[src/osw_map.svh]
`ifndef OSW_MAP_SVH
`define OSW_MAP_SVH
// Register byte offsets
`define OSW_MAIN_WAIT_OFF 8'h00
`define OSW_PLL_WAIT_OFF 8'h04
`define OSW_SUB_WAIT_OFF 8'h08
`define OSW_OSC_CTRL_OFF 8'h0c
`define OSW_STATUS_OFF 8'h10
`define OSW_PATTERN_OFF 8'h14
// Field positions
`define OSW_SEL_MSB 4
`define OSW_CTRL_MAIN_EN 0
`define OSW_CTRL_PLL_EN 1
`define OSW_CTRL_SUB_EN 2
// Reset values
`define OSW_MAIN_WAIT_RST 5'h00
`define OSW_PLL_WAIT_RST 5'h00
`define OSW_SUB_WAIT_RST 5'h00
`define OSW_PATTERN_RST 3'h1
// Fixed cycle counts added to the selected wait
`define OSW_MAIN_FIXED_CYC 32'd16384
`define OSW_PLL_FIXED_CYC 32'd131072
// Sub-clock offset, milliseconds, and hclk rate in kHz
`define OSW_SUB_OFFSET_MIN_MS 1800
`define OSW_SUB_OFFSET_MAX_MS 2600
`define OSW_HCLK_KHZ 20000
`endif

[src/osw_pkg.sv]
package osw_pkg;
  // Per-counter state
  typedef enum logic [1:0] {OSW_IDLE, OSW_SEL, OSW_FIX, OSW_DONE} osw_phase_t;
  // Bus slave state
  typedef struct packed {
    logic [7:0] addr;
    logic wr;
    logic act;
  } osw_bus_t;
endpackage

[src/osw_wait_counter.sv]
`timescale 1ns/1ps
`default_nettype none
// One wait: selected wait from a 5-bit code, then a fixed count; restarts on enable rise
module osw_wait_counter
#(
  parameter int CW = 40
)
(
  input wire logic hclk,
  input wire logic hresetn,
  input wire logic osc_en,
  input wire logic tick,
  input wire logic [4:0] sel,
  input wire logic [CW-1:0] fixed_cycles,
  output logic stable
);
  import osw_pkg::*;
  // Whole state in one record
  typedef struct packed {
    osw_phase_t ph;
    logic [CW-1:0] cnt;
    logic en_prev;
    logic stable;
  } osw_wc_t;
  osw_wc_t s_q, s_d;
  // Selected wait grows as 2^(sel+1) ticks
  function automatic logic [CW-1:0] osw_sel_cycles(input logic [4:0] v);
    osw_sel_cycles = CW'(64'd2 << v);
  endfunction
  // Next state
  always_comb
  begin
    s_d = s_q;
    s_d.en_prev = osc_en;
    if (!osc_en)
    begin
      s_d.ph = OSW_IDLE;
      s_d.stable = 1'b0;
    end
    else if (!s_q.en_prev)
    begin
      // Restart on every fresh enable
      s_d.ph = OSW_SEL; // [RULE16]
      s_d.cnt = osw_sel_cycles(sel);
      s_d.stable = 1'b0;
    end
    else if (tick)
    begin
      unique case (s_q.ph)
        OSW_IDLE: s_d.ph = OSW_IDLE;
        OSW_SEL:
        begin
          if (s_q.cnt <= CW'(1))
          begin
            s_d.ph = OSW_FIX; // [RULE1] [RULE4]
            s_d.cnt = fixed_cycles;
          end
          else
            s_d.cnt = s_q.cnt - CW'(1);
        end
        OSW_FIX:
        begin
          if (s_q.cnt <= CW'(1))
          begin
            // Stable only after both parts
            s_d.ph = OSW_DONE; // [RULE16]
            s_d.stable = 1'b1;
          end
          else
            s_d.cnt = s_q.cnt - CW'(1);
        end
        OSW_DONE: s_d.stable = 1'b1;
      endcase
    end
  end
  // Register
  always_ff @(posedge hclk or negedge hresetn)
  begin
    if (!hresetn)
      s_q <= '{ph: OSW_IDLE, cnt: '0, en_prev: 1'b0, stable: 1'b0};
    else
      s_q <= s_d;
  end
  assign stable = s_q.stable;
endmodule // osw_wait_counter
`default_nettype wire

[src/osw_top.sv]
// Design decisions made here: the AHB-Lite interface to the registers and the address map.
`timescale 1ns/1ps
`default_nettype none
`include "osw_map.svh"
// What this block and its software must do
// [RULE1] Main wait: selected wait plus 16384 cycles
// [RULE2] Software picks main wait above resonator start-up
// [RULE3] Software waits start-up plus whole main wait
// [RULE4] PLL wait: selected wait plus 131072 cycles
// [RULE5] Software picks PLL wait above lock time
// [RULE6] PLL enabled only after main clock stable; pll_osc_en follows its control bit alone, not gated by main_stable
// [RULE7] Software waits lock time plus PLL wait
// [RULE8] Non-64-pin parts add 1.8-2.6 s offset
// [RULE9] Sub wait at least start-up minus offset
// [RULE10] Software waits max(start-up, offset) plus wait
// [RULE11] 64-pin parts: sub wait has no offset
// [RULE12] 64-pin software waits start-up plus wait
// [RULE13] Software picks pattern A-E; 48-pin uses A
// [RULE14] A/B: no crystal; C-E use crystal
// [RULE15] Peripheral clock B not below RTC source
// [RULE16] Counters restart on enable, flag after full wait
module osw_top
#(
  parameter bit PINS_64 = 1'b0,
  parameter int SUB_OFFSET_MS = `OSW_SUB_OFFSET_MAX_MS,
  parameter int unsigned SUB_OFFSET_CYC = SUB_OFFSET_MS * `OSW_HCLK_KHZ,
  parameter int MAIN_FIXED = `OSW_MAIN_FIXED_CYC,
  parameter int PLL_FIXED = `OSW_PLL_FIXED_CYC
)
(
  input wire logic hclk,
  input wire logic hresetn,
  input wire logic hsel,
  input wire logic [7:0] haddr,
  input wire logic [1:0] htrans,
  input wire logic hwrite,
  input wire logic [2:0] hsize,
  input wire logic [31:0] hwdata,
  input wire logic hready,
  output logic [31:0] hrdata,
  output logic hreadyout,
  output logic hresp,
  input wire logic main_tick,
  input wire logic pll_tick,
  input wire logic sub_tick,
  output logic main_stable,
  output logic pll_stable,
  output logic sub_stable,
  output logic main_osc_en,
  output logic pll_osc_en,
  output logic sub_osc_en
);
  import osw_pkg::*;
  // Ticks come from foreign oscillator domains, so they are synchronised and edge-detected
  typedef struct packed {
    osw_bus_t bus;
    logic [4:0] main_sel;
    logic [4:0] pll_sel;
    logic [4:0] sub_sel;
    logic [2:0] ctrl;
    logic [2:0] pattern;
    logic [31:0] rdata;
    logic [2:0] sync1;
    logic [2:0] sync2;
    logic [2:0] sync3;
    logic [2:0] stab;
    logic sub_sel_done; // Sub selected phase finished
    logic [39:0] sub_sel_cnt; // Sub tick edges seen since enable, up to the end of the selected phase
  } osw_top_t;
  osw_top_t s_q, s_d;
  logic [2:0] tick_edge;
  logic main_st, pll_st, sub_st;
  // Read word of any register as software sees it
  function automatic logic [31:0] osw_read(input osw_top_t s, input logic [7:0] a);
    unique case (a)
      `OSW_MAIN_WAIT_OFF: osw_read = {27'h0, s.main_sel};
      `OSW_PLL_WAIT_OFF: osw_read = {27'h0, s.pll_sel};
      `OSW_SUB_WAIT_OFF: osw_read = {27'h0, s.sub_sel};
      `OSW_OSC_CTRL_OFF: osw_read = {29'h0, s.ctrl};
      `OSW_STATUS_OFF: osw_read = {29'h0, s.stab};
      `OSW_PATTERN_OFF: osw_read = {29'h0, s.pattern};
      default: osw_read = 32'h0;
    endcase
  endfunction
  // Rising edges of synchronised ticks; first stage never read here
  assign tick_edge = s_q.sync2 & ~s_q.sync3;
  // Main counter
  osw_wait_counter #(.CW(40)) u_main (
    .hclk(hclk),
    .hresetn(hresetn),
    .osc_en(s_q.ctrl[`OSW_CTRL_MAIN_EN]),
    .tick(tick_edge[0]),
    .sel(s_q.main_sel),
    .fixed_cycles(40'(MAIN_FIXED)), // [RULE1]
    .stable(main_st)
  );
  // PLL counter
  osw_wait_counter #(.CW(40)) u_pll (
    .hclk(hclk),
    .hresetn(hresetn),
    .osc_en(s_q.ctrl[`OSW_CTRL_PLL_EN]),
    .tick(tick_edge[1]),
    .sel(s_q.pll_sel),
    .fixed_cycles(40'(PLL_FIXED)), // [RULE4]
    .stable(pll_st)
  );
  // Sub counter: offset counted in hclk cycles, so tick becomes 1 in fixed phase
  logic sub_tick_mux;
  // Offset phase counts hclk; selected phase counts sub ticks (offset is added after)
  osw_wait_counter #(.CW(40)) u_sub (
    .hclk(hclk),
    .hresetn(hresetn),
    .osc_en(s_q.ctrl[`OSW_CTRL_SUB_EN]),
    .tick(sub_tick_mux),
    .sel(s_q.sub_sel),
    .fixed_cycles(PINS_64 ? 40'd1 : 40'(SUB_OFFSET_CYC)), // [RULE8] [RULE11]
    .stable(sub_st)
  );
  // Tick source switch: once the selected wait is done, offset runs on hclk
  // 64-pin: no offset, the single fixed cycle is negligible
  assign sub_tick_mux = s_q.sub_sel_done ? 1'b1 : tick_edge[2]; // [RULE8]
  // Next state: bus and registers
  always_comb
  begin
    s_d = s_q;
    s_d.sync1 = {sub_tick, pll_tick, main_tick};
    s_d.sync2 = s_q.sync1;
    s_d.sync3 = s_q.sync2;
    s_d.stab = {sub_st, pll_st, main_st}; // [RULE16]
    // Mirror of the sub counter's selected phase; a disabled oscillator starts over
    if (!s_q.ctrl[`OSW_CTRL_SUB_EN])
    begin
      s_d.sub_sel_done = 1'b0;
      s_d.sub_sel_cnt = 40'h0;
    end
    else if (!s_q.sub_sel_done && tick_edge[2])
    begin
      // Same length as the counter's selected phase
      s_d.sub_sel_cnt = s_q.sub_sel_cnt + 40'd1;
      if (s_q.sub_sel_cnt + 40'd1 >= (40'd2 << s_q.sub_sel))
        s_d.sub_sel_done = 1'b1;
    end
    // Data phase write
    if (s_q.bus.act && s_q.bus.wr)
    begin
      unique case (s_q.bus.addr)
        `OSW_MAIN_WAIT_OFF: s_d.main_sel = hwdata[`OSW_SEL_MSB:0];
        `OSW_PLL_WAIT_OFF: s_d.pll_sel = hwdata[`OSW_SEL_MSB:0];
        `OSW_SUB_WAIT_OFF: s_d.sub_sel = hwdata[`OSW_SEL_MSB:0];
        `OSW_OSC_CTRL_OFF: s_d.ctrl = hwdata[2:0];
        // Pattern is software's bookkeeping; values other than 1..5 are kept as written
        `OSW_PATTERN_OFF: s_d.pattern = hwdata[2:0]; // [RULE13]
        default: s_d.ctrl = s_q.ctrl;
      endcase
    end
    // Address phase capture
    s_d.bus.act = hsel && hready && htrans[1];
    s_d.bus.addr = haddr;
    s_d.bus.wr = hwrite;
    // Read data prepared a cycle ahead so it comes from a flip-flop
    s_d.rdata = osw_read(s_q, haddr);
  end
  // Register
  always_ff @(posedge hclk or negedge hresetn)
  begin
    if (!hresetn)
    begin
      s_q <= '0;
      s_q.pattern <= `OSW_PATTERN_RST;
    end
    else
      s_q <= s_d;
  end
  // Outputs from flip-flops; hreadyout and hresp are constants
  assign hrdata = s_q.rdata;
  assign hreadyout = 1'b1;
  assign hresp = 1'b0;
  assign main_stable = s_q.stab[0]; // [RULE1]
  assign pll_stable = s_q.stab[1]; // [RULE4]
  assign sub_stable = s_q.stab[2];
  assign main_osc_en = s_q.ctrl[`OSW_CTRL_MAIN_EN];
  assign pll_osc_en = s_q.ctrl[`OSW_CTRL_PLL_EN];
  assign sub_osc_en = s_q.ctrl[`OSW_CTRL_SUB_EN];
endmodule // osw_top
`default_nettype wire

[config.mk]
export PLATFORM = sky130hd
export DESIGN_NAME = osw_top
export DESIGN_NICKNAME = d
export VERILOG_FILES = /design/src/osw_pkg.sv /design/src/osw_wait_counter.sv /design/src/osw_top.sv
export VERILOG_INCLUDE_DIRS = /design/src
export SDC_FILE = /design/constraint.sdc
export NUM_CORES = 1
export LEC_CHECK = 0
export ABC_AREA = 1
export CORE_ASPECT_RATIO = 1.2
export CORE_MARGIN = 1
export CORE_UTILIZATION = 60
export DETAILED_ROUTE_END_ITERATION = 10
export DONT_BUFFER_PORTS = 1
export HOLD_SLACK_MARGIN = 0.02
export PLACE_DENSITY = 0.88
export SLEW_MARGIN = 20
export SYNTH_ARGS = -nofsm -noshare
export SYNTH_HDL_FRONTEND = slang
export SYNTH_HIERARCHICAL = 1
export SYNTH_SLANG_ARGS = --single-unit
export TNS_END_PERCENT = 5
[constraint.sdc]
create_clock -name hclk -period 5.9 [get_ports hclk]
set_clock_uncertainty 0.15 [all_clocks]
set_input_delay 1.18 -clock hclk [delete_from_list [all_inputs] [get_ports hclk]]
set_output_delay 1.18 -clock hclk [all_outputs]
set_load 0.02 [all_outputs]
* Word-level counts from Yosys, hierarchy flattened
Cells that the tools add are included. Widths: inputs -> output; s select.
Word-level totals: register bits after elaboration 248, bits of input ports 53, output and inout bits 40
Operators by class: add/subtract/negate cells 4, order comparisons 4, equal/unequal tests 44, shift operators 4, muxes and demuxes 47, bitwise logic cells 2, reduce and logical (&&, ||, !) cells 25
Operators by type and width (number):
- $mux 42 | 6
- $mux 40 | 6
- $pmux 40 s2 | 3
- $shl 2x5->40 const A | 4
- $le 40x1->1 const B | 3
- $sub 40x1->40 const B | 3
- $mux 41 | 2
- $add 40x1->40 const B | 1
- $ge 40x40->1 | 1
- $ne 4x4->1 const B | 9
- $eq 8x4->1 const B | 4
- $pmux 5 s6 | 1
- $ne 3x3->1 const B | 9
- $eq 8x5->1 const B | 3
- $reduce_and 4->1 | 6
- $mux 2 | 9
- $pmux 2 s3 | 3
- $eq 8x3->1 const B | 2
- $logic_not 8->1 | 2
- $ne 5x5->1 const B | 3
- $mux 1 | 14
- $eq 2x2->1 const B | 6
- $reduce_and 2->1 | 6
- $reduce_and 3->1 | 3
- other kinds (9) | 21

* Longest topological paths before layout
Gate-level depths: netlist (run 1).
depth after elaboration 6, gate-level depth with buffers 23, mapped depth without buffers 23

* By module
Netlist (run 1), hierarchy kept.
Modules (own cells, without submodules):
- osw_top | times used 1, cells an instance 728, area an instance 5754.3 µm², seq. area each 2228.4 µm²
- osw_wait_counter at u_pll | times used 1, cells an instance 773, area an instance 4616.9 µm², seq. area each 1101.1 µm²
- osw_wait_counter at u_main | times used 1, cells an instance 767, area an instance 4564.4 µm², seq. area each 1101.1 µm²
- osw_wait_counter at u_sub | times used 1, cells an instance 773, area an instance 4521.8 µm², seq. area each 1101.1 µm²

* Worst setup path after synthesis (run 1)
OpenSTA, ideal clock, no wires.
path type register -> register, start register, netlist name s_q[3], end register, netlist name s_q[40], setup time 116 ps, arrival 2621 ps, setup slack 3013 ps, stages on the path, launching flop included 23, path buffers 0, clock period less this slack 2887 ps, cells stage by stage dfrtp_1 -> nand2_2 -> nor2_4 -> nand2_2 -> clkinv_2 -> nand3_4 -> or2_2 -> xor2_1 -> inv_1 -> ha_1 -> nand2_1 -> inv_1 -> o21ai_0 -> a21oi_1 -> or2_2 -> a21oi_1 -> nand2_1 -> nand2_1 -> nand2_1 -> nand2_1 -> nand2_1 -> nand2_1 -> nand2_1

==> reports/qor.csv, run 1 <==
metric,value,unit
Synth area leader,dfrtp_1,
Slowest cell on crit path,dfrtp_1,
Final ANT Viol Nets,0,
RSZ-0062 raised after global routing,no,
violations in the final reports,design-rule violations,
Die H,199,µm
Rel. slew slack,22.6,%
Setup TNS,0,ns
"Req. time, crit path",6.20,ns
Lkg Pwr,11.0,nW
maximum number of pins on one net before global-route repair,222,
clock latency on the worst-skew pair,0.56,ns
DRC viols,4,
DR vias/cell,5.47,
Nets,3192,
Net Switching,4.19,mW
max-cap violation count,0,
IO Pins,93,
sequential power share,28.1,%
"Slew Viols, Final",0,
CP Cell Sequence,inv_1 -> nor3_1 -> nand3_1 -> ha_1 -> nand2_1 -> inv_1 -> o21ai_0 -> a21oi_1 -> or2_2 -> a21oi_1 -> nand2_1 -> nand2_1 -> nand2_1 -> nand2_1 -> nand2_1 -> nand2_1 -> nand2_1,
row count,71,
Die W,166,µm
Post-Syn Area per Cell,6.40,µm²
Avg WL per Cell,15.0,µm
Worst-path clk slew,0.06,ns
Synth cell types,56,
CTS tree,yes,
area of the die,33200,µm²
post-synth top area share,28.3,%
routability cong.,0.939,
initial DRC count,1943,
Starting Density,61.5,%
Pre-antenna DRT Iters,8,
crit-path max cell delay,0.84,ns
Clock power frac,20.6,%
endpoints failing setup,0,
Root Buffer,clkbuf_16,
Fill cells,2898,
setup repair bufs after CTS,0,
"Async S/R FF share, synth",100,%
CP dominant cell by count,nand2_1,
Crit Path Max Fanout,21,
Synth area leaders,"dfrtp_1 28%, nand2_1 22%, inv_1 7.2%",
final worst path period need,3.72,ns
grt total ovfl,0,
CTS Sinks,221,
PortBufs,0,
Slew @ Worst Pin,1.16,ns
area grow syn2layout,5.32,%
Design Power,8.55,mW
clk buf depth,3,
Mapped Cells,3041,
internal power consumption,4.36,mW
Synth Flop Type,dfrtp_1,
Core Area,31600,µm²
number of synthesized register bits,221,
antenna violations before repair,1,
YS warnings,6,
htree depth,1,
CP Class,register to register,
post-cts hold buffer count,0,
Detail Placement HPWL,35900,µm
GRT Total Usage,32.3,%
CP Launch Type,register,
Fin. Hold Viols,0,
Post-synth EDFFs,0,
area of the mapped netlist,19500,µm²
Gate power share,51.3,%
vias in the first global route,18700,
Switching Share,49.0,%
critical path arrival,4.02,ns
Final Cycle Share,63.1,%
worst min path class,primary input to asynchronous set/reset pin,
area of the multi-input gates,12000,µm²
sequential share of the synthesized area,28.4,%
pwr dens,417,nW/µm²
wire length of the first global-routing pass,88400,µm
Placed Cells,3461,
Max VDD drop,0.000366,V
cts bufs inserted,26,
FF+latch area,5530,µm²
outcome,finished with violations,
Layout Utilization,64.8,%
via count,19200,
Final Instance Count excl. Fillers,3510,
drt total wl,52800,µm
layout cells sized above 1,8.43,%
fmax,269,MHz
Crit. End Element,register,
# resized after CTS,0,
## state kept, by name (all words and copies together), names as in the netlist
name	cells
hrdata	5
main_osc_en	1
main_stable	1
pll_osc_en	1
pll_stable	1
s_d	6
s_q	72
sub_osc_en	1
sub_stable	1
u_main/s_q	43
u_main/stable	1
u_pll/s_q	43
u_pll/stable	1
u_sub/s_q	43
u_sub/stable	1
## worst max-delay path: cells and delay by family (launching register included)
kind / cells / cell delay [ns]
buf+inv: 2 / 0.49
flops: 1 / 0.84
compound gates: 3 / 0.34
fa+ha+maj: 1 / 0.22
simple gates: 11 / 1.57
## kinds of logic after synthesis
kind of cell               Yosys count  share of synthesized area, %
AOI/OAI and AO/OA                  147                          4.39
xor gates and xnor gates            84                          3.82
adders and majority gates           51                          3.28
buffers and inverters              522                          12.7
DFF                                221                          28.4
other                                2                        0.0386
and+or+nand+nor                   2014                          47.4
## area by class of cell
| cell class | instances | share of cell area [%] |
|---|---|---|
| clock inverters | 16 | 0.910 |
| multi-input cells | 2445 | 58.7 |
| clock buffers | 32 | 3.58 |
| repair buffers | 8 | 0.293 |
| diodes | 1 | 0.0122 |
| inverters | 386 | 7.08 |
| well taps | 401 | 2.45 |
| flip-flops and latches | 221 | 27.0 |
## final timing paths
kind / start / to / slack, ns / cells past startpoint
max in group asynchronous: hresetn / u_sub/s_q[34] / 4.89 / 0
hold / removal: hresetn / u_main/s_q[29] / 0.17 / 0
hold reg to reg: s_d[48] / s_d[45] / 0.20 / 0
setup reg to reg: s_q[93] / s_q[40] / 2.18 / 17
setup / recovery: s_q[93] / s_q[40] / 2.18 / 17
min in group hclk: s_d[48] / s_d[45] / 0.20 / 0
## per-layer routing
layer	track usage (%)	vias to the layer above	part of all wire (%)
met5	0	-	0
met4	16.6	0	3.8
met3	5.61	147	8.4
met2	55.4	811	48
met1	39.0	8838	40
li1	-	9396	-
## cells in the mapped netlist (16+ instances only)
cell / n
inv_1: 373
nand4_1: 48
dfrtp_1: 220
buf_2: 30
a21oi_1: 23
nand3_2: 80
xor2_1: 56
nor3_1: 28
buf_4: 43
nand3b_1: 17
ha_1: 51
nand2_1: 1137
xnor2_1: 27
o22ai_1: 25
o21ai_0: 58
nand3_1: 233
nand2_2: 21
clkbuf_1: 33
nor2_2: 33
nor4_1: 16
nor2_1: 340
## layout by cell type, fill, tap and decap left out, drive strengths merged, types with 3 or more instances in the layout
| cell | synthesis | layout |
|---|---|---|
| dfrtp | 220 | 220 |
| o311ai | 3 | 3 |
| bufinv | 0 | 4 |
| o21ai | 71 | 71 |
| nor4 | 17 | 17 |
| clkbuf | 34 | 32 |
| nand3 | 314 | 314 |
| nand3b | 20 | 20 |
| conb | 2 | 149 |
| clkinv | 2 | 13 |
| and2 | 4 | 4 |
| inv | 384 | 384 |
| o21bai | 15 | 15 |
| nand4 | 50 | 50 |
| nor2 | 393 | 393 |
| xnor2 | 28 | 28 |
| a32o | 3 | 3 |
| or2 | 5 | 5 |
| ha | 51 | 51 |
| nand2 | 1171 | 1171 |
| nor3 | 36 | 36 |
| a21oi | 23 | 23 |
| buf | 102 | 8 |
| xor2 | 56 | 56 |
| o22ai | 26 | 26 |
## power by group through the flow
stage,registers [mW],logic [mW],clock network [mW]
after floorplan,2.24,3.60,0
after global placement,2.39,4.14,0
after detailed placement,2.40,4.28,0
after CTS,2.38,4.32,1.79
after global routing,2.45,4.98,1.85
final,2.40,4.38,1.76
## per-stage QoR
| stage | area [µm²] | hold slack (ns) | setup slack (ns) |
|---|---|---|---|
| CTS | 20500 | 0.156 | 2.28 |
| global placement | 19600 | 0.189 | 2.34 |
| detailed placement | 19600 | 0.191 | 2.31 |
| floorplan | 20000 | 0.181 | 3.01 |
| global route | 20500 | 0.149 | 1.99 |
| finish | 20500 | 0.171 | 2.18 |
Note: power is estimated with default switching activity, not from simulation.
==> run 2, diff against run 1 <==
==> constraint.sdc (replaced) <==
create_clock -name hclk -period 3.55 [get_ports hclk]
set_clock_uncertainty 0.15 [all_clocks]
set_input_delay 0.71 -clock hclk [delete_from_list [all_inputs] [get_ports hclk]]
set_output_delay 0.71 -clock hclk [all_outputs]
set_load 0.02 [all_outputs]
==> reports/qor.csv, run 2 (synthesis gave the netlist of run 1 again) <==
metric,value,unit,change
Die H,199,µm,unchanged
vias in the first global route,18900,,was 18700
clk buf depth,3,,unchanged
Max VDD drop,0.000680,V,was 0.000366 V
Clock power frac,20.1,%,was 20.6%
Core Area,31600,µm²,unchanged
reg2reg end,s_q[40],,unchanged
PortBufs,0,,unchanged
drt total wl,53400,µm,was 52800 µm
outcome,finished with violations,,unchanged
DRC viols,8,,was 4
Setup TNS,0,ns,unchanged
"Slew Viols, Final",0,,unchanged
hold_ws,-0.312,ns,was 0.171 ns
Design Power,14.2,mW,was 8.55 mW
Net Switching,6.97,mW,was 4.19 mW
reg-to-reg startpoint,s_q[3],,was s_q[93]
clock latency on the worst-skew pair,0.57,ns,was 0.56 ns
CTS Sinks,221,,unchanged
htree depth,1,,unchanged
Crit. End Element,register,,unchanged
Lkg Pwr,11.2,nW,was 11.0 nW
area of the die,33200,µm²,unchanged
Fill cells,2844,,was 2898
sequential power share,28.2,%,was 28.1%
RSZ-0062 raised after global routing,no,,unchanged
cts bufs inserted,27,,was 26
CP Cell Sequence,nand2_2 -> nor2_4 -> nand2_2 -> clkinv_2 -> nand3_4 -> or2_2 -> xor2_1 -> inv_1 -> ha_1 -> nand2_1 -> inv_1 -> o21ai_0 -> a21oi_1 -> or2_2 -> a21oi_1 -> nand2_1 -> nand2_1 -> nand2_1 -> nand2_1 -> nand2_1 -> nand2_1 -> nand2_1,,was inv_1 -> nor3_1 -> nand3_1 -> ha_1 -> nand2_1 -> inv_1 -> o21ai_0 -> a21oi_1 -> or2_2 -> a21oi_1 -> nand2_1 -> nand2_1 -> nand2_1 -> nand2_1 -> nand2_1 -> nand2_1 -> nand2_1
Gate power share,51.7,%,was 51.3%
CP Class,register to register,,unchanged
Final ANT Viol Nets,0,,unchanged
DR vias/cell,5.46,,was 5.47
endpoints failing setup,0,,unchanged
Placed Cells,3481,,was 3461
crit-path max cell delay,0.39,ns,was 0.84 ns
Pre-antenna DRT Iters,9,,was 8
Die W,166,µm,unchanged
max-cap violation count,0,,unchanged
IO Pins,93,,unchanged
Slowest cell on crit path,dfrtp_1,,unchanged
Detail Placement HPWL,37400,µm,was 35900 µm
Largest Register,s_q,,unchanged
Root Buffer,clkbuf_16,,unchanged
most frequent cells in the layout,"1137 x nand2_1, 373 x inv_1, 337 x nor2_1",,"was 1136 x nand2_1, 373 x inv_1, 336 x nor2_1"
via count,19300,,was 19200
CP dominant cell by count,nand2_1,,unchanged
GRT Total Usage,32.6,%,was 32.3%
worst min path class,primary input to asynchronous set/reset pin,,unchanged
wire length of the first global-routing pass,89100,µm,was 88400 µm
initial DRC count,1878,,was 1943
Fin. Hold Viols,220,,was 0
violations in the final reports,"design-rule violations, negative hold slack",,was design-rule violations
row count,71,,unchanged
internal power consumption,7.22,mW,was 4.36 mW
fmax,305,MHz,was 269 MHz
CTS tree,yes,,unchanged
maximum number of pins on one net before global-route repair,222,,unchanged
"Design Area, Final",20700,µm²,was 20500 µm²
post-cts hold buffer count,9,,was 0
"commonest non-fill, non-tap cell in the layout",nand2_1,,unchanged
Crit Path Max Fanout,5,,was 21
routability cong.,0.951,,was 0.939
area grow syn2layout,6.40,%,was 5.32%
max reg flops,72,,unchanged
CP Launch Type,register,,unchanged
Slew @ Worst Pin,0.992,ns,was 1.16 ns
Avg WL per Cell,15.1,µm,was 15.0 µm
DP Area,19700,µm²,was 19600 µm²
antenna violations before repair,2,,was 1
Nets,3222,,was 3192
Rel. slew slack,33.8,%,was 22.6%
final worst path period need,3.28,ns,was 3.72 ns
pwr dens,686,nW/µm²,was 417 nW/µm²
layout cells sized above 1,8.83,%,was 8.43%
Starting Density,61.5,%,unchanged
Worst-path clk slew,0.06,ns,about the same
Switching Share,49.1,%,was 49.0%
Final Cycle Share,92.3,%,was 63.1%
Final Instance Count excl. Fillers,3541,,was 3510
"Req. time, crit path",3.84,ns,was 6.20 ns
critical path arrival,3.56,ns,was 4.02 ns
r2r setup slk,0.27,ns,was 2.18 ns
grt total ovfl,0,,unchanged
worst r2r path cells,22,,was 17
## run 2: cell types whose count changed in the layout (fill, tap and decap cells not counted), sizes merged
cell	change
buf	+20
bufinv	-1
clkbuf	+5
clkinv	-4
clkinvlp	+1
diode	+1
dlygate4sd3	+9
## run 2: power groups by stage
stage | clock, mW | sequential (mW) | combinational [mW]
2_1_floorplan | 0 | 3.73 | 5.98
5_1_grt | 2.99 | 4.06 | 8.31
4_1_cts | 2.90 | 3.96 | 7.21
3_3_place_gp | 0 | 3.96 | 6.89
6_report | 2.86 | 4.00 | 7.34
3_5_place_dp | 0 | 3.98 | 7.15
## run 2: layout make-up
cell class / count / area, µm² / share of cell area [%]
Antenna cell: 2 / 5.00 / 0.0242
Clock buffer: 37 / 753 / 3.64
Clock inverter: 12 / 140 / 0.677
Inverter: 386 / 1450 / 7.00
Multi-Input combinational cell: 2445 / 12000 / 58.1
Sequential cell: 221 / 5530 / 26.7
Tap cell: 401 / 502 / 2.42
Timing Repair Buffer: 37 / 300 / 1.45
## run 2: layer usage
layer  vias up  GRT usage, %  part of all wire [%]
met2       826          57.1                    48
met1      8874          39.1                    40
met5         -             0                     0
li1       9462             -                     -
met4         0          15.4                   3.7
met3       162          5.23                   8.0
## run 2: worst max path at each step
stage,from,endpoint,slack (ns),cells after the start
3_3_place_gp,s_q[0],s_q[40],0.31,22
3_5_place_dp,s_q[0],s_q[40],0.26,22
5_1_grt,s_q[4],s_q[40],0.08,22
6_report,s_q[3],s_q[40],0.27,22
2_1_floorplan,s_q[3],s_q[40],0.66,22
4_1_cts,s_q[0],s_q[40],0.21,22
## run 2: through the flow
| step | util [%] | setup slack (ns) |
|---|---|---|
| floorplan | - | 0.663 |
| global route | 65.5 | 0.0803 |
| finish | 65.5 | 0.274 |
| global placement | 62.3 | 0.306 |
| CTS | 65.4 | 0.208 |
| detailed placement | 62.3 | 0.261 |
## run 2: what timing repair did
| item | 4_1_cts | 5_1_grt |
|---|---|---|
| endpoints found under the hold margin | 230 | 220 |
| resized for setup | 0 | 2 |
| setup buffers | 0 | 0 |
| endpoints found under the setup margin | 0 | 1 |
## run 2: worst max-delay path: cells and delay by family (launching register included)
kind,cells,cell delay [ns]
adders and majority gates,1,0.31
xor gates and xnor gates,1,0.19
DFF,1,0.39
buffers and inverters,3,0.21
AOI/OAI and AO/OA,3,0.37
and+or+nand+nor,14,1.54
